## config.mk

```make
export PLATFORM = sky130hd
export DESIGN_NAME = uart_status_flags
export DESIGN_NICKNAME = d
export VERILOG_FILES = /design/src/uart_sf_pkg.sv /design/src/uart_status_flags.sv
export SDC_FILE = /design/constraint.sdc
export NUM_CORES = 1
export LEC_CHECK = 0
export BUFFER_PORTS_ARGS = -buffer_cell sky130_fd_sc_hd__buf_2
export CAP_MARGIN = 25
export CELL_PAD_IN_SITES_DETAIL_PLACEMENT = 0
export CELL_PAD_IN_SITES_GLOBAL_PLACEMENT = 1
export CORE_MARGIN = 2
export CORE_UTILIZATION = 35
export DETAILED_ROUTE_END_ITERATION = 10
export PLACE_DENSITY = 0.6
export SETUP_SLACK_MARGIN = 0.1
export SLEW_MARGIN = 0
export SYNTH_ARGS = -nofsm -noshare
export SYNTH_HDL_FRONTEND = slang
export SYNTH_SLANG_ARGS = --single-unit
export TNS_END_PERCENT = 5
```

## constraint.sdc

```tcl
create_clock -name mclk_i -period 2.75 [get_ports mclk_i]
set_input_delay 0.1375 -clock mclk_i [delete_from_list [all_inputs] [get_ports mclk_i]]
set_output_delay 0.1375 -clock mclk_i [all_outputs]
set_load 0.03 [all_outputs]
```

## src/uart_sf_pkg.sv

```systemverilog
//------------------------------------------------------------------------------
// Purpose: constants for the serial port status and flag block
// Assumes: 40 MHz mclk_i, byte addresses on a 32-bit Wishbone slave
// Notes:   bit positions are shared by the design and the bench
// Summary of operation
// - Overrun status bit 3 sets when a character arrives with receive queue full.
// - On overrun queue contents stay; the new character is dropped.
// - Break status bit 2 sets when line stays low a whole frame.
// - Break loads one zero character, then waits for idle line and start.
// - Parity status bit 1 sets on parity mismatch per even/stick settings, except in a break.
// - Framing status bit 0 sets when the stop bit reads zero, except in a break.
// - Any write to the status address clears all four error bits.
// - Break, parity, framing errors travel with their character through the queue.
// - Flag bit 8 is the inverse of the ring input.
// - Flag bit 2 is the inverse of the carrier input.
// - Flag bit 1 is the inverse of the set-ready input.
// - Flag bit 0 is the inverse of the clear-to-send input.
// - Flag bit 7 shows transmit queue empty, ignores shifter, resets one.
// - Flag bit 6 shows receive queue full, resets zero.
// - Flag bit 5 shows transmit queue full, resets zero.
// - Flag bit 4 shows receive queue empty, resets one.
// - Busy flag bit 3 holds until the last stop bit leaves.
// - Busy rises when transmit queue holds data, even when disabled.
// - With queues off, each queue is a one-byte holding register.
// - Stick parity sends and checks constant one if odd, zero if even.
//------------------------------------------------------------------------------
package uart_sf_pkg;
   // Register byte offsets
   localparam logic [11:0] DATA_OFS   = 12'h000;
   localparam logic [11:0] RSR_OFS    = 12'h004;
   localparam logic [11:0] FLAG_OFS   = 12'h018;
   localparam logic [11:0] LCR_OFS    = 12'h02c;
   localparam logic [11:0] CTRL_OFS   = 12'h030;
   // Status bit positions
   localparam int OE_POS      = 3;
   localparam int BRK_ERR_POS = 2;
   localparam int PAR_ERR_POS = 1;
   localparam int FRM_ERR_POS = 0;
   // Flag bit positions
   localparam int RI_POS       = 8;
   localparam int TX_EMPTY_POS = 7;
   localparam int RX_FULL_POS  = 6;
   localparam int TX_FULL_POS  = 5;
   localparam int RX_EMPTY_POS = 4;
   localparam int BUSY_POS = 3;
   localparam int DCD_POS  = 2;
   localparam int DSR_POS  = 1;
   localparam int CTS_POS  = 0;
   // Line control positions
   localparam int STICK_SEL_POS = 7;
   localparam int WLEN_LO       = 5;
   localparam int FIFO_ON_POS   = 4;
   localparam int STP2_POS      = 3;
   localparam int EVEN_SEL_POS  = 2;
   localparam int PEN_POS  = 1;
   // Control positions
   localparam int EN_POS  = 0;
   localparam int TXE_POS = 8;
   localparam int RXE_POS = 9;
   // Reset values
   localparam logic [3:0] RSR_RST  = 4'h0;
   localparam logic [7:0] LCR_RST  = 8'h00;
   localparam logic [2:0] CTRL_RST = 3'h6;
   // Bit timing
   localparam int CLK_HZ   = 40_000_000;
   localparam int BAUD_HZ  = 115_200;
   localparam int BIT_CLKS = CLK_HZ / BAUD_HZ;
   localparam int Q_DEPTH  = 32;

   typedef enum logic [2:0] {RX_IDLE, RX_START, RX_DATA, RX_PAR, RX_STOP, RX_BRK} rx_st_t;
   typedef enum logic [2:0] {TX_IDLE, TX_START, TX_DATA, TX_PAR, TX_STOP} tx_st_t;
endpackage

```

## src/uart_status_flags.sv

```systemverilog
//------------------------------------------------------------------------------
// Purpose: receive error status, error clear and flag registers with the
//          receive and transmit paths that feed them
// Assumes: Wishbone classic slave, one wait state; DEPTH is a power of two
// Notes:   Modem and receive pins pass two flip-flops before use
//------------------------------------------------------------------------------
`timescale 1ns/1ps
`default_nettype none
module uart_status_flags
   import uart_sf_pkg::*;
#(
   parameter int BIT_CYC = BIT_CLKS,
   parameter int DEPTH   = Q_DEPTH
) (
   // Clock and reset
   input  wire logic        mclk_i,
   input  wire logic        rst_n_i,
   // Wishbone slave
   input  wire logic        cyc_i,
   input  wire logic        stb_i,
   input  wire logic        we_i,
   input  wire logic [11:0] adr_i,
   input  wire logic [3:0]  sel_i,
   input  wire logic [31:0] dat_i,
   output logic      [31:0] dat_o,
   output logic             ack_o,
   // Serial line and modem status
   input  wire logic        rxd_i,
   output logic             txd_o,
   input  wire logic        ring_in_n_i,
   input  wire logic        carrier_in_n_i,
   input  wire logic        set_ready_in_n_i,
   input  wire logic        clear_send_in_n_i
);
   localparam int PW = $clog2(DEPTH);
   localparam int CW = PW + 1;
   localparam int BW = $clog2(BIT_CYC + 1);

   function automatic logic par_fn(input logic [7:0] d, input logic [1:0] wl,
                                   input logic even_sel, input logic stick_sel);
      logic [7:0] m;
      m = 8'h1f;
      // Five data bits always count; each word length step adds one more
      for (int i = 5; i < 8; i++) begin
         if (i - 5 < int'(wl)) begin
            m[i] = 1'b1;
         end
      end
      if (stick_sel) begin
         par_fn = ~even_sel;
      end else begin
         par_fn = even_sel ? ^(d & m) : ~^(d & m);
      end
   endfunction

   //---------------------------------------------------------------------------
   // Synchronisers
   //---------------------------------------------------------------------------
   logic [4:0] sy1_ff;
   logic [4:0] sy2_ff;
   always_ff @(posedge mclk_i) begin
      if (!rst_n_i) begin
         sy1_ff <= 5'h1f;
         sy2_ff <= 5'h1f;
      end else begin
         sy1_ff <= {rxd_i, ring_in_n_i, carrier_in_n_i, set_ready_in_n_i, clear_send_in_n_i};
         sy2_ff <= sy1_ff;
      end
   end
   logic rxd;
   assign rxd = sy2_ff[4];

   //---------------------------------------------------------------------------
   // Bus decode and control registers
   //---------------------------------------------------------------------------
   logic       ack_ff;
   logic       hit;
   logic       wr_dr, rd_dr, wr_rsr;
   logic [7:0] lcr_ff;
   logic [2:0] ctrl_ff;
   logic       fifo_on;
   assign hit    = cyc_i && stb_i && !ack_ff;
   assign wr_dr  = hit && we_i && adr_i == DATA_OFS && sel_i[0];
   assign rd_dr  = hit && !we_i && adr_i == DATA_OFS;
   assign wr_rsr = hit && we_i && adr_i == RSR_OFS;
   assign fifo_on = lcr_ff[FIFO_ON_POS];

   always_ff @(posedge mclk_i) begin
      if (!rst_n_i) begin
         lcr_ff  <= LCR_RST;
         ctrl_ff <= CTRL_RST;
      end else if (hit && we_i && sel_i[0] && adr_i == LCR_OFS) begin
         lcr_ff <= dat_i[7:0];
      end else if (hit && we_i && adr_i == CTRL_OFS) begin
         if (sel_i[0]) begin
            ctrl_ff[0] <= dat_i[EN_POS];
         end
         if (sel_i[1]) begin
            ctrl_ff[2:1] <= {dat_i[RXE_POS], dat_i[TXE_POS]};
         end
      end
   end

   //---------------------------------------------------------------------------
   // Receive queue: data plus break, parity, framing per entry
   //---------------------------------------------------------------------------
   logic [10:0]   rq_mem [DEPTH];
   logic [PW-1:0] rq_wp_ff, rq_rp_ff;
   logic [CW-1:0] rq_cnt_ff;
   logic          rq_full, rq_empty, rx_push, rq_wr, rq_pop;
   logic [10:0]   rx_word;
   // Queues off shrink to one entry
   assign rq_full  = fifo_on ? rq_cnt_ff == CW'(DEPTH) : rq_cnt_ff != '0;
   assign rq_empty = rq_cnt_ff == '0;
   assign rq_wr    = rx_push && !rq_full;
   assign rq_pop   = rd_dr && !rq_empty;

   always_ff @(posedge mclk_i) begin
      if (rq_wr) begin
         rq_mem[rq_wp_ff] <= rx_word;
      end
   end
   always_ff @(posedge mclk_i) begin
      if (!rst_n_i) begin
         rq_wp_ff  <= '0;
         rq_rp_ff  <= '0;
         rq_cnt_ff <= '0;
      end else begin
         rq_wp_ff  <= rq_wp_ff + PW'(rq_wr);
         rq_rp_ff  <= rq_rp_ff + PW'(rq_pop);
         rq_cnt_ff <= rq_cnt_ff + CW'(rq_wr) - CW'(rq_pop);
      end
   end

   //---------------------------------------------------------------------------
   // Transmit queue
   //---------------------------------------------------------------------------
   logic [7:0]    tq_mem [DEPTH];
   logic [PW-1:0] tq_wp_ff, tq_rp_ff;
   logic [CW-1:0] tq_cnt_ff;
   logic          tq_full, tq_empty, tq_wr, tq_pop;
   assign tq_full  = fifo_on ? tq_cnt_ff == CW'(DEPTH) : tq_cnt_ff != '0;
   assign tq_empty = tq_cnt_ff == '0;
   assign tq_wr    = wr_dr && !tq_full;

   always_ff @(posedge mclk_i) begin
      if (tq_wr) begin
         tq_mem[tq_wp_ff] <= dat_i[7:0];
      end
   end
   always_ff @(posedge mclk_i) begin
      if (!rst_n_i) begin
         tq_wp_ff  <= '0;
         tq_rp_ff  <= '0;
         tq_cnt_ff <= '0;
      end else begin
         tq_wp_ff  <= tq_wp_ff + PW'(tq_wr);
         tq_rp_ff  <= tq_rp_ff + PW'(tq_pop);
         tq_cnt_ff <= tq_cnt_ff + CW'(tq_wr) - CW'(tq_pop);
      end
   end

   //---------------------------------------------------------------------------
   // Receiver
   //---------------------------------------------------------------------------
   rx_st_t        rx_st_ff;
   logic [BW-1:0] rx_cnt_ff;
   logic [2:0]    rx_idx_ff;
   logic [7:0]    rx_sh_ff;
   logic          rx_zero_ff, rx_par_err_ff, rx_tick, rx_brk;
   assign rx_tick = rx_cnt_ff == '0;
   assign rx_push = rx_st_ff == RX_STOP && rx_tick;
   // Low through start, data, parity and stop is a break
   assign rx_brk  = rx_zero_ff && !rxd;
   assign rx_word = rx_brk ? 11'h400 : {1'b0, rx_par_err_ff, !rxd, rx_sh_ff};

   always_ff @(posedge mclk_i) begin
      if (!rst_n_i) begin
         rx_st_ff   <= RX_IDLE;
         rx_cnt_ff  <= '0;
         rx_idx_ff  <= '0;
         rx_sh_ff   <= '0;
         rx_zero_ff <= 1'b0;
         rx_par_err_ff <= 1'b0;
      end else begin
         if (!rx_tick) begin
            rx_cnt_ff <= rx_cnt_ff - 1'b1;
         end
         case (rx_st_ff)
            RX_IDLE: begin
               if (!rxd && ctrl_ff[0] && ctrl_ff[2]) begin
                  rx_st_ff   <= RX_START;
                  rx_cnt_ff  <= BW'(BIT_CYC / 2);
                  rx_sh_ff   <= '0;
                  rx_idx_ff  <= '0;
                  rx_zero_ff <= 1'b1;
                  rx_par_err_ff <= 1'b0;
               end
            end
            RX_START: begin
               if (rx_tick) begin
                  // A glitch shorter than half a bit is no start
                  rx_st_ff  <= rxd ? RX_IDLE : RX_DATA;
                  rx_cnt_ff <= BW'(BIT_CYC - 1);
               end
            end
            RX_DATA: begin
               if (rx_tick) begin
                  rx_sh_ff[rx_idx_ff] <= rxd;
                  rx_zero_ff <= rx_zero_ff && !rxd;
                  rx_idx_ff  <= rx_idx_ff + 1'b1;
                  rx_cnt_ff  <= BW'(BIT_CYC - 1);
                  if (rx_idx_ff == 3'd4 + {1'b0, lcr_ff[6:5]}) begin
                     rx_st_ff <= lcr_ff[PEN_POS] ? RX_PAR : RX_STOP;
                  end
               end
            end
            RX_PAR: begin
               if (rx_tick) begin
                  rx_par_err_ff <= rxd != par_fn(rx_sh_ff, lcr_ff[6:5], lcr_ff[EVEN_SEL_POS],
                                                 lcr_ff[STICK_SEL_POS]);
                  rx_zero_ff <= rx_zero_ff && !rxd;
                  rx_cnt_ff  <= BW'(BIT_CYC - 1);
                  rx_st_ff   <= RX_STOP;
               end
            end
            RX_STOP: begin
               if (rx_tick) begin
                  rx_st_ff <= rx_brk ? RX_BRK : RX_IDLE;
               end
            end
            default: begin
               // Hold off until the line marks again
               if (rxd) begin
                  rx_st_ff <= RX_IDLE;
               end
            end
         endcase
      end
   end

   //---------------------------------------------------------------------------
   // Transmitter
   //---------------------------------------------------------------------------
   tx_st_t        tx_st_ff;
   logic [BW-1:0] tx_cnt_ff;
   logic [2:0]    tx_idx_ff;
   logic [7:0]    tx_sh_ff;
   logic          tx_stp_ff, txd_ff, tx_tick;
   assign tx_tick = tx_cnt_ff == '0;
   assign tq_pop  = tx_st_ff == TX_IDLE && !tq_empty && ctrl_ff[0] && ctrl_ff[1];

   always_ff @(posedge mclk_i) begin
      if (!rst_n_i) begin
         tx_st_ff  <= TX_IDLE;
         tx_cnt_ff <= '0;
         tx_idx_ff <= '0;
         tx_sh_ff  <= '0;
         tx_stp_ff <= 1'b0;
         txd_ff    <= 1'b1;
      end else begin
         if (!tx_tick) begin
            tx_cnt_ff <= tx_cnt_ff - 1'b1;
         end
         case (tx_st_ff)
            TX_IDLE: begin
               if (tq_pop) begin
                  tx_sh_ff  <= tq_mem[tq_rp_ff];
                  tx_st_ff  <= TX_START;
                  tx_cnt_ff <= BW'(BIT_CYC - 1);
                  tx_idx_ff <= '0;
                  txd_ff    <= 1'b0;
               end
            end
            TX_START, TX_DATA: begin
               if (tx_tick) begin
                  tx_cnt_ff <= BW'(BIT_CYC - 1);
                  if (tx_st_ff == TX_DATA &&
                      tx_idx_ff == 3'd5 + {1'b0, lcr_ff[6:5]}) begin
                     tx_st_ff <= lcr_ff[PEN_POS] ? TX_PAR : TX_STOP;
                     txd_ff   <= lcr_ff[PEN_POS] ? par_fn(tx_sh_ff, lcr_ff[6:5],
                                 lcr_ff[EVEN_SEL_POS], lcr_ff[STICK_SEL_POS]) : 1'b1;
                     tx_stp_ff <= lcr_ff[STP2_POS];
                  end else begin
                     tx_st_ff  <= TX_DATA;
                     txd_ff    <= tx_sh_ff[tx_idx_ff];
                     tx_idx_ff <= tx_idx_ff + 1'b1;
                  end
               end
            end
            TX_PAR: begin
               if (tx_tick) begin
                  tx_cnt_ff <= BW'(BIT_CYC - 1);
                  tx_st_ff  <= TX_STOP;
                  txd_ff    <= 1'b1;
               end
            end
            default: begin
               if (tx_tick) begin
                  tx_cnt_ff <= BW'(BIT_CYC - 1);
                  tx_stp_ff <= 1'b0;
                  if (!tx_stp_ff) begin
                     tx_st_ff <= TX_IDLE;
                  end
               end
            end
         endcase
      end
   end

   //---------------------------------------------------------------------------
   // Error status
   //---------------------------------------------------------------------------
   logic [3:0]  rsr_ff;
   logic [10:0] rq_head;
   assign rq_head = rq_empty ? 11'h000 : rq_mem[rq_rp_ff];

   always_ff @(posedge mclk_i) begin
      if (!rst_n_i) begin
         rsr_ff <= RSR_RST;
      end else begin
         // A set in the clearing cycle survives
         rsr_ff[OE_POS] <= (rsr_ff[OE_POS] && !wr_rsr) || (rx_push && rq_full);
         for (int i = 0; i < 3; i++) begin
            rsr_ff[i] <= (rsr_ff[i] && !wr_rsr) || (rq_pop && rq_head[8+i]);
         end
      end
   end

   //---------------------------------------------------------------------------
   // Flags and read data
   //---------------------------------------------------------------------------
   logic [8:0]  flags;
   logic        busy;
   logic [31:0] rd_data;
   assign busy = !tq_empty || tx_st_ff != TX_IDLE;
   always_comb begin
      flags           = '0;
      flags[RI_POS]   = !sy2_ff[3];
      flags[TX_EMPTY_POS] = tq_empty;
      flags[RX_FULL_POS]  = rq_full;
      flags[TX_FULL_POS]  = tq_full;
      flags[RX_EMPTY_POS] = rq_empty;
      flags[BUSY_POS] = busy;
      flags[DCD_POS]  = !sy2_ff[2];
      flags[DSR_POS]  = !sy2_ff[1];
      flags[CTS_POS]  = !sy2_ff[0];
   end

   always_comb begin
      rd_data = '0;
      if (adr_i == DATA_OFS) begin
         rd_data[11:0] = {rsr_ff[OE_POS], rq_head};
      end else if (adr_i == RSR_OFS) begin
         rd_data[3:0] = rsr_ff;
      end else if (adr_i == FLAG_OFS) begin
         rd_data[8:0] = flags;
      end else if (adr_i == LCR_OFS) begin
         rd_data[7:0] = lcr_ff;
      end else if (adr_i == CTRL_OFS) begin
         rd_data[RXE_POS] = ctrl_ff[2];
         rd_data[TXE_POS] = ctrl_ff[1];
         rd_data[EN_POS]  = ctrl_ff[0];
      end
   end

   always_ff @(posedge mclk_i) begin
      if (!rst_n_i) begin
         ack_ff <= 1'b0;
         dat_o  <= '0;
      end else begin
         ack_ff <= hit;
         if (hit && !we_i) begin
            dat_o <= rd_data;
         end
      end
   end
   assign ack_o = ack_ff;
   assign txd_o = txd_ff;
endmodule
`default_nettype wire
```

### Word-level counts from Yosys, hierarchy flattened

Memory sizes are Yosys's and may differ from the RTL's. A register that Yosys moved wholly into a read port is not among the register bits.
Index checks and enable logic that the tools add are counted.

* bitwise logic cells: 5
* $add $sub $neg: 14
* magnitude comparators: 6
* multiplexer cells: 108
* reduce and logical (&&, ||, !) cells: 85
* eq/ne operators: 29

Operators by type and width (count)
* 9-bit 2-to-1 mux: 8
* 3-bit 2-to-1 mux: 20
* 1-bit 2-to-1 mux: 54
* 1-bit logical AND: 31
* 12-bit by 6-bit == test with 1-bit output (second input constant): 2
* 11-bit 2-to-1 mux: 2
* 2-bit != test (second input constant): 11
* 5-bit by 1-bit adder with 5-bit output: 4
* 9-bit zero test: 2
* 9-bit case mux with 2 select lines: 1
* 3-bit AND reduction: 6
* 6-bit nonzero test: 3
* 9-bit by 1-bit subtractor with 9-bit output (second input constant): 2
* 8-bit AND: 2
* 8-bit 2-to-1 mux: 2
* 8-bit case mux with 2 select lines: 1
* 8-bit XNOR reduction: 2
* 8-bit parity: 2
* 3-bit case mux with 5 select lines: 1
* 1-bit zero test: 13
* 6-bit by 1-bit adder with 6-bit output: 2
* 12-bit by 3-bit == test with 1-bit output (second input constant): 1
* 12-bit by 5-bit == test with 1-bit output (second input constant): 1
* 3-bit by 2-bit == test with 1-bit output (second input constant): 4
* other kinds (40): 70

* word-level logic and storage cells: 274
* register bits: 112
* memories: 2
* RAM bits: 608
* output and inout port bits: 34

Memory list
* rq_mem: depth 32, bits a word 11, rd ports 1, clocked after Yosys merged registers in 1, wr ports 1, line uart_status_flags.sv:107 `logic [10:0] rq_mem [DEPTH];`
* tq_mem: depth 32, bits a word 8, rd ports 1, clocked after Yosys merged registers in 1, wr ports 1, line uart_status_flags.sv:138 `logic [7:0] tq_mem [DEPTH];`

### Longest topological paths before layout

Gate-level depths: netlist (run 1).

* depth after elaboration: 15
* depth in mapped cells: 18

### Worst setup path after synthesis (run 1)

OpenSTA, ideal clock, no wires.

* path type: register to register
* from: register tq_cnt_ff[4]
* to: register tq_cnt_ff[4]
* arrival time: 2870 ps
* data required time: 2622 ps
* stages on the path, launching flop included: 17
* slack: -248 ps
* setup time: 128 ps
* path through: dfxtp_1 > inv_1 > ha_1 > nor4bb_1 > nor2_1 > a31o_2 > nor4_4 > inv_1 > ha_1 > inv_1 > ha_1 > fa_1 > a21oi_1 > nor2_1 > nor2_1 > xor2_1 > nor2_1

* longest elaborated chain between the ends: 6

RTL lines
* from (decl): line uart_status_flags.sv:140 `logic [CW-1:0] tq_cnt_ff;`
* from (signal assigned): line uart_status_flags.sv:159 `tq_cnt_ff <= tq_cnt_ff + CW'(tq_wr) - CW'(tq_pop);`
* 6-bit == test, or another cell as far along: line uart_status_flags.sv:142 `assign tq_full = fifo_on ? tq_cnt_ff == CW'(DEPTH) : tq_cnt_ff != '0;`
* 1-bit 2-to-1 mux / 1-bit zero test (equally long branches): line uart_status_flags.sv:142, uart_status_flags.sv:251
* 1-bit zero test / 1-bit logical AND (equally long branches): line uart_status_flags.sv:144, uart_status_flags.sv:251
* 1-bit logical AND (on tied branches): line uart_status_flags.sv:144, uart_status_flags.sv:251
* 6-bit by 1-bit adder with 6-bit output / 1-bit logical AND (equally long branches): line uart_status_flags.sv:159, uart_status_flags.sv:251
* 6-bit by 1-bit subtractor with 6-bit output (*): line uart_status_flags.sv:159

Every way passes the cells marked *; elsewhere a longest branch is shown, timed or not.
A chain may end at the register's enable or synchronous reset.

### Worst setup path in the final report (run 1)

* from: register tq_cnt_ff[2]
* to: register tq_cnt_ff[4]

The elaborated chain is that of the path after synthesis.

==> results of run 1 <==
## registers in the layout, summed over array words and instances (netlist names), 4 cells and up
signal	count
dat_o	12
lcr_ff	8
rq_cnt_ff	6
rq_mem	352
rq_rp_ff	5
rq_wp_ff	5
rsr_ff	4
rx_cnt_ff	9
rx_sh_ff	8
sy1_ff	5
sy2_ff	5
tq_cnt_ff	6
tq_mem	256
tq_rp_ff	5
tq_wp_ff	5
tx_cnt_ff	9
tx_sh_ff	8
## how the worst max path moves through the flow
stage | startpoint | to | cells after the start
floorplan | tq_cnt_ff[2] | tq_cnt_ff[4] | 16
finish | tq_cnt_ff[2] | tq_cnt_ff[4] | 16
global route | tq_cnt_ff[2] | tq_cnt_ff[4] | 16
global placement | tq_cnt_ff[2] | tq_cnt_ff[4] | 16
CTS | tq_cnt_ff[4] | tq_cnt_ff[4] | 16
detailed placement | tq_cnt_ff[3] | tq_cnt_ff[4] | 16
## logic make-up (layout without fill, tap and decap cells)
| family | Yosys count | count (layout) | synth area share, % |
|---|---|---|---|
| buffers and inverters | 152 | 438 | 2.447 |
| DFF | 728 | 728 | 69.30 |
| AOI/OAI and AO/OA | 195 | 195 | 4.424 |
| xor gates and xnor gates | 48 | 48 | 1.503 |
| and+or+nand+nor | 423 | 423 | 7.295 |
| other | 1 | 21 | 0.01258 |
| adders and majority gates | 38 | 38 | 1.645 |
| muxes | 213 | 213 | 13.37 |
## cell type report
class                           instances  area share (%)
Sequential cell                       728           57.32
Multi-Input combinational cell        937           24.39
Timing Repair Buffer                  256           6.461
Clock buffer                           93           5.601
Tap cell                             1144           3.968
Clock inverter                         49           1.835
Inverter                               40          0.4162
Antenna cell                            1        0.006937
## synth_stat cells (20+ instances only)
cell type and n:
nor2_1 155, dfxtp_1 120, xnor2_1 26, xor2_1 20, and2_1 26, nor2b_1 32, nand3_1 45, buf_4 33
inv_1 36, mux2i_1 63, mux4_2 148, a21oi_1 54, o21ai_0 34, clkbuf_1 49, ha_1 36, edfxtp_1 608
nand2_1 62
## through the flow
stage	utilization (%)	cells	TNS [ps]
2_1_floorplan	-	1817	-5938
3_3_place_gp	38.69	3087	-6290
3_5_place_dp	38.69	3087	-9223
4_1_cts	42.25	3245	-1345
5_1_grt	42.57	3247	-10790
6_report	42.57	3248	-91.28
## power breakdown
group | internal [mW] | switching, mW | total, mW
Combinational | 0.543 | 0.760 | 1.30
Sequential | 12.0 | 0.109 | 12.1
Clock | 6.45 | 4.42 | 10.9
## what timing repair did
| action | CTS | global route |
|---|---|---|
| gates cloned | 0 | 0 |
| hold buffers | 14 | 0 |
| setup endpoints to repair | 526 | 560 |
| pin swaps | 12 | 19 |
| resized for setup | 49 | 64 |
| endpoints found under the hold margin | 18 | 0 |
| setup buffers | 2 | 2 |
## worst min-delay path, cell delays in order
cell     delay, ps
buf_2          100
nor2b_1         40
buf_4          190
nand3_1        110
a21oi_1         60
## routing by layer
layer  part of all wire (%)  track usage [%]
met1                     47            23.85
met2                     46            25.60
met3                    4.7            2.646
met4                    2.3            4.754
met5                      0                0
==> results.cfg, run 1 <==
[worst_setup_path]
critPathMaxStageDelay_ps = 370
cp_max_fo = 2
critPathKind = flip-flop to flip-flop
start_kind = flip-flop
cp_common_cell = nor2_1
r2r.worst_path.cells = 16
rr_startpoint = tq_cnt_ff[2]
cp.buffers_inverters = 3
arrival_ps = 3340
r2r-end = tq_cnt_ff[4]
end_kind = flip-flop
ff2ff_setup_slack_ps = -90
cp_top_family = adder cells
crit_slowest_cell = fa_2
cp_data_required_time_ps = 3250
crit_chain = inv_2 -> ha_4 -> nor4bb_4 -> nor2_1 -> a31o_2 -> nor4_4 -> inv_2 -> ha_4 -> inv_2 -> ha_4 -> fa_2 -> a21oi_2 -> nor2_1 -> nor2_1 -> xor2_1 -> nor2_1

[cells_and_area]
mostFrequentLayoutCell = edfxtp_1
multi_input_area_mm2 = 0.008800
layout.nets = 2137
layout_common_cells = 608 x edfxtp_1, 148 x mux4_2, 131 x buf_4
synthToLayoutAreaGrowth_pct = 21.01
fillCellCount = 7579
drive_above_1_share_pct = 28.48
design_area_mm2 = 0.03608
regArea_mm2 = 0.02068

[placement]
dp_hpwl_um = 46610
gp_congestion = 0.8076
place_area_mm2 = 0.03279
post-place-ws_ps = -258.2
port_buffers = 47

[synth]
synth_seq_cells = 728
mappedNetlistArea_mm2 = 0.02981
async_flop_share_pct = 0
synthCells = 1798
syn_area_per_cell_um2 = 16.58
synth_top_flop_cell = edfxtp_1
ys_seq_area_share_pct = 69.30
synth_top_area_cell = edfxtp_1
synth_top_area_share_pct = 61.24
synth_edf_count = 608
yosys_warnings = 0
yosysUniqueCellTypes = 77
synthTopCellsByArea = edfxtp_1 61%, mux4_2 11%, dfxtp_1 8.1%

[clocking]
clkSinkCount = 728
cts_tree = yes
htreeDepth = 3
clk_path_buf_depth = 3
clkTransAtPathRegs_ps = 60
numCtsBuffers = 78
cts_root_buf = clkbuf_16
clk_latency_ps = 640

[power]
p_leak_nw = 11.78
peakVddDrop_mv = 0.4880
power_mw = 24.26
powerDensity_mw_per_mm2 = 672.6

[detailed_routing]
num_vias = 16540
wl_um = 71710
wl_per_cell_um = 22.08
drc = 0
firstDrtPassIters = 5
drt-initial-drc-count = 1348
vias_per_cell = 5.092
ant_nets = 0

[timing]
rsz0062_at_grt = yes
final_max_slew_viol_count = 0
setup_viol = 2
fin_worst_skew_ps = 31.83
fmax_ghz = 0.3527
timing.final.crit_period_ps = 2836
slew_headroom_pct = 37.10
tightest_slew_ps = 941.3
finalHoldViolCount = 0
holdWs_ps = 71.50
worst_slack_ps = -85.66
fin_crit_sh_pct = 103.1

[global_routing]
grtUsageTotal_pct = 16.46
antenna_found_initial = 1
grt_max_degree = 67
grt_first_pass_wirelength_um = 107100
grt-ovfl-total = 0
grt_pass1_vias = 16720

[die]
rows = 107
core_area_mm2 = 0.08475
initial_core_util_pct = 35.18
io_pins = 92
fp.dieW_um = 295.8
die_area_mm2 = 0.08752
fp.dieH_um = 295.8

[worst_hold_path]
hp-class = input port to flip-flop
whs_path_depth = 5
min_from = we_i
whs_endpoint = dat_o[11]

[outcome]
outcome = finished with violations
violations = negative setup slack

[job]
cap_violations = 0
Power figures use the tool's default switching activity.
==> run 2: changes to the inputs <==
- SKIP_LAST_GASP: default -> 1
==> results.cfg, run 2 (synthesized netlist as in run 1, its figures left out) <==
[cells_and_area]
layout.nets = 2138
largest_register_ffs = 352
reg_top3 = rq_mem (352), tq_mem (256), dat_o (12)
synthToLayoutAreaGrowth_pct = 19.97
largest_register = rq_mem
mostFrequentLayoutCell = edfxtp_1
utilization_pct = 42.20
drive_above_1_share_pct = 27.09
layout_common_cells = 608 x edfxtp_1, 165 x buf_4, 148 x mux4_2

[detailed_routing]
drc = 0
num_vias = 16490
wl_per_cell_um = 22.01
firstDrtPassIters = 5
wl_um = 71520
ant_nets = 0
vias_per_cell = 5.074
drt-initial-drc-count = 1328

[timing]
fmax_ghz = 0.3536
worst_slack_ps = -78.05
fin_crit_sh_pct = 102.8
rsz0062_at_grt = yes
setup_viol = 100
final_max_slew_viol_count = 0
slew_headroom_pct = 36.61
setup_tns_ps = -2256
tightest_slew_ps = 948.6
finalHoldViolCount = 0
fin_worst_skew_ps = 33.34
timing.final.crit_period_ps = 2828

[die]
die_area_mm2 = 0.08752
io_pins = 92
fp.dieW_um = 295.8
fp.dieH_um = 295.8
core_area_mm2 = 0.08475
initial_core_util_pct = 35.18
rows = 107

[worst_setup_path]
rr_startpoint = tq_cnt_ff[2]
ff2ff_setup_slack_ps = -80
cp_max_fo = 2
end_kind = flip-flop
cp_data_required_time_ps = 3250
start_kind = flip-flop
r2r-end = tq_cnt_ff[4]
arrival_ps = 3330
critPathKind = flip-flop to flip-flop
startpoint = tq_cnt_ff[2]
r2r.worst_path.cells = 16

[worst_hold_path]
whs_endpoint = dat_o[11]
whs_path_depth = 5
min_from = we_i
hp-class = input port to flip-flop

[placement]
port_buffers = 47
gp_congestion = 0.8076
dp_hpwl_um = 46610

[outcome]
violations = negative setup slack
outcome = finished with violations

[clocking]
clkTransAtPathRegs_ps = 60
clk_latency_ps = 640
numCtsBuffers = 78
clk_path_buf_depth = 3
clkSinkCount = 728
cts_tree = yes
htreeDepth = 3
cts_root_buf = clkbuf_16

[global_routing]
grt_max_degree = 67
antenna_found_initial = 0
grt_pass1_vias = 16740
grt-ovfl-total = 0
grtUsageTotal_pct = 16.46
grt_first_pass_wirelength_um = 107000

[job]
cap_violations = 0

[power]
sequentialPowerShare_pct = 49.9
powerDensity_mw_per_mm2 = 677.7
p_int_mw = 18.97
p_comb_share_pct = 5.3
clkPwrFrac_pct = 44.8
peakVddDrop_mv = 0.4879
swShare_pct = 21.75
power_switching_mw = 5.273
p_leak_nw = 11.73
run 2: layout make-up:
cell class / count / area, µm²
diodes: 1 / 2.502
clock buffers: 93 / 2021
clock inverters: 49 / 661.9
fillers: 7593 / 48980
inverters: 40 / 150.1
multi-input cells: 937 / 8648
flip-flops and latches: 728 / 20680
well taps: 1144 / 1431
repair buffers: 257 / 2173
run 2: worst max-delay path by stage:
stage                     slack, ps            to
after floorplan                -170  tq_cnt_ff[4]
after global placement         -250  tq_cnt_ff[4]
after detailed placement       -260  tq_cnt_ff[4]
after CTS                      -160  tq_cnt_ff[4]
after global routing           -250  tq_cnt_ff[4]
final                           -80  tq_cnt_ff[4]
run 2: timing repair:
item / CTS / global route
hold endpoints to repair: 18 / 0
gates cloned: 0 / 1
resized for setup: 8 / 24
setup buffers: 2 / 2
endpoints found under the setup margin: 526 / 565
pin swaps: 4 / 8
hold buffers: 14 / 0
run 2: stage by stage:
stage | cells | worst slack [ps] | hold slack, ps | power, mW | instance area [µm²]
after global placement | 3087 | -249.3 | 327.7 | 13.57 | 32790
after detailed placement | 3087 | -258.2 | 326.9 | 13.60 | 32790
after CTS | 3245 | -159.0 | 27.28 | 24.52 | 35650
after floorplan | 1817 | -172.3 | 236.4 | 13.19 | 29950
final | 3249 | -78.05 | 68.81 | 24.24 | 35770
after global routing | 3248 | -247.7 | 50.00 | 25.11 | 35760
run 2: critical path, stage by stage (launching register included):
cell and delay (ps):
dfxtp_2 320, inv_2 70, ha_4 130, nor4bb_4 290, nor2_1 60, a31o_2 250, nor4_4 170, inv_2 70
ha_4 270, inv_2 40, ha_4 160, fa_2 370, a21oi_2 140, nor2_1 50, nor2_1 120, xor2_1 150
nor2_1 50
run 2: metal layers:
| layer | vias to the layer above | global-route usage (%) | part of all wire [%] |
|---|---|---|---|
| li1 | 7501 | - | - |
| met1 | 8452 | 23.82 | 47 |
| met2 | 426 | 25.57 | 46 |
| met3 | 108 | 2.728 | 5.1 |
| met4 | 0 | 4.754 | 2.3 |
| met5 | - | 0 | 0 |
run 2: power groups by stage:
stage	logic (mW)	clock network, mW	registers [mW]
6_report	1.29	10.9	12.1
5_1_grt	1.46	11.5	12.1
2_1_floorplan	0.869	0	12.3
3_5_place_dp	1.28	0	12.3
4_1_cts	1.30	11.1	12.1
3_3_place_gp	1.26	0	12.3
==> run 3: changes to the inputs <==
- RECOVER_POWER: default -> 100
- SETUP_SLACK_MARGIN: 0.1 -> 0.4
==> results.cfg, run 3 (synthesized netlist as in run 1, its figures left out) <==
[power]
powerDensity_mw_per_mm2 = 671.7
power_mw = 24.18
peakVddDrop_mv = 0.3441
p_leak_nw = 11.78

[timing]
fin_worst_skew_ps = 27.36
worst_slack_ps = -76.61
finalHoldViolCount = 0
setup_viol = 75
slew_headroom_pct = -19.37
tightest_slew_ps = 1791
final_max_slew_viol_count = 273
holdWs_ps = 62.71
timing.final.crit_period_ps = 2827
setup_tns_ps = -3026
fmax_ghz = 0.3538
fin_crit_sh_pct = 102.8
rsz0062_at_grt = yes

[cells_and_area]
fillCellCount = 7525
synthToLayoutAreaGrowth_pct = 20.78
drive_above_1_share_pct = 27.49
largest_register_ffs = 352
design_area_mm2 = 0.03601
layout_common_cells = 608 x edfxtp_1, 149 x buf_4, 148 x mux4_2
layout.nets = 2143
mostFrequentLayoutCell = edfxtp_1
reg_top3 = rq_mem (352), tq_mem (256), dat_o (12)
largest_register = rq_mem

[clocking]
cts_root_buf = clkbuf_16
clkSinkCount = 728
numCtsBuffers = 78
clkTransAtPathRegs_ps = 60
clk_path_buf_depth = 3
htreeDepth = 3
cts_tree = yes
clk_latency_ps = 620

[detailed_routing]
num_vias = 16640
wl_per_cell_um = 22.27
ant_nets = 0
wl_um = 72520
firstDrtPassIters = 6
vias_per_cell = 5.110
drt-initial-drc-count = 1330
drc = 0

[global_routing]
grt_pass1_vias = 16790
grt_max_degree = 40
grt-ovfl-total = 0
antenna_found_initial = 0
grt_first_pass_wirelength_um = 107900
grtUsageTotal_pct = 16.64

[job]
cap_violations = 8

[outcome]
outcome = finished with violations
violations = max-capacitance violations, max-slew violations, negative setup slack

[worst_setup_path]
crit_slowest_cell = fa_2
cp_top_family = adder cells
critPathMaxStageDelay_ps = 350
end_kind = flip-flop
cp_common_cell = nor2_1
critPathKind = flip-flop to flip-flop
cp_data_required_time_ps = 3230
arrival_ps = 3310
crit_chain = inv_2 -> ha_4 -> nor4bb_4 -> nor2_1 -> a31o_2 -> nor4_4 -> inv_2 -> ha_4 -> inv_2 -> ha_4 -> fa_2 -> a21oi_2 -> nor2_1 -> nor2_1 -> xor2_1 -> nor2_1
cp_max_fo = 2
start_kind = flip-flop
cp.buffers_inverters = 3

[die]
die_area_mm2 = 0.08752
initial_core_util_pct = 35.18
core_area_mm2 = 0.08475
fp.dieH_um = 295.8
io_pins = 92
rows = 107
fp.dieW_um = 295.8

[worst_hold_path]
hp-class = input port to flip-flop

[placement]
port_buffers = 47
gp_congestion = 0.7975
dp_hpwl_um = 46460
place_area_mm2 = 0.03289
-- run 3: tightest hold or removal path: stages --
cell and delay [ps]:
buf_2 90, nor2b_1 40, buf_4 190, a41oi_1 160
-- run 3: cell type report --
class	count	area, µm²	share of cell area [%]
flip-flops and latches	728	20680	57.43
multi-input cells	937	8731	24.25
repair buffers	262	2338	6.495
clock buffers	91	2043	5.675
well taps	1144	1431	3.975
clock inverters	52	625.6	1.737
inverters	40	150.1	0.4170
diodes	3	7.507	0.02085
-- run 3: what timing repair did --
action | in CTS | in global routing
hold endpoints to repair | 15 | 0
cloned | 0 | 1
pin swaps | 7 | 14
buffers inserted | 2 | 6
hold buffers | 14 | 0
gates resized for setup | 25 | 39
endpoints found under the setup margin | 641 | 669
-- run 3: report_power, final --
group,switching [mW],leakage [nW],internal (mW)
combinational,0.751,3.96,0.531
clock,4.39,1.29,6.42
sequential,0.113,6.52,12.0
-- run 3: final timing paths --
check	to	cells after the start	startpoint	slack, ps
worst max register to register	tq_cnt_ff[4]	16	tq_cnt_ff[5]	-80
worst max-delay path	tq_cnt_ff[4]	16	tq_cnt_ff[5]	-80
worst min register to register	sy2_ff[4]	1	sy1_ff[4]	410
worst min-delay path	dat_o[1]	4	we_i	60
-- run 3: metal layers --
layer | GRT usage (%) | routed length (µm) | vias up | share of wire (%)
met5 | 0 | 0 | - | 0
met4 | 4.507 | 1418 | 0 | 2.0
met3 | 2.840 | 3861 | 104 | 5.3
met2 | 25.86 | 33400 | 413 | 46
met1 | 24.14 | 33840 | 8616 | 47
li1 | - | - | 7509 | -
-- run 3: per-stage QoR --
stage | util (%) | cells | worst slack [ps]
2_1_floorplan | - | 1817 | -172.3
3_3_place_gp | 38.81 | 3088 | -258.8
3_5_place_dp | 38.81 | 3088 | -267.1
4_1_cts | 42.25 | 3247 | -151.4
5_1_grt | 42.48 | 3254 | -289.9
6_report | 42.49 | 3257 | -76.61
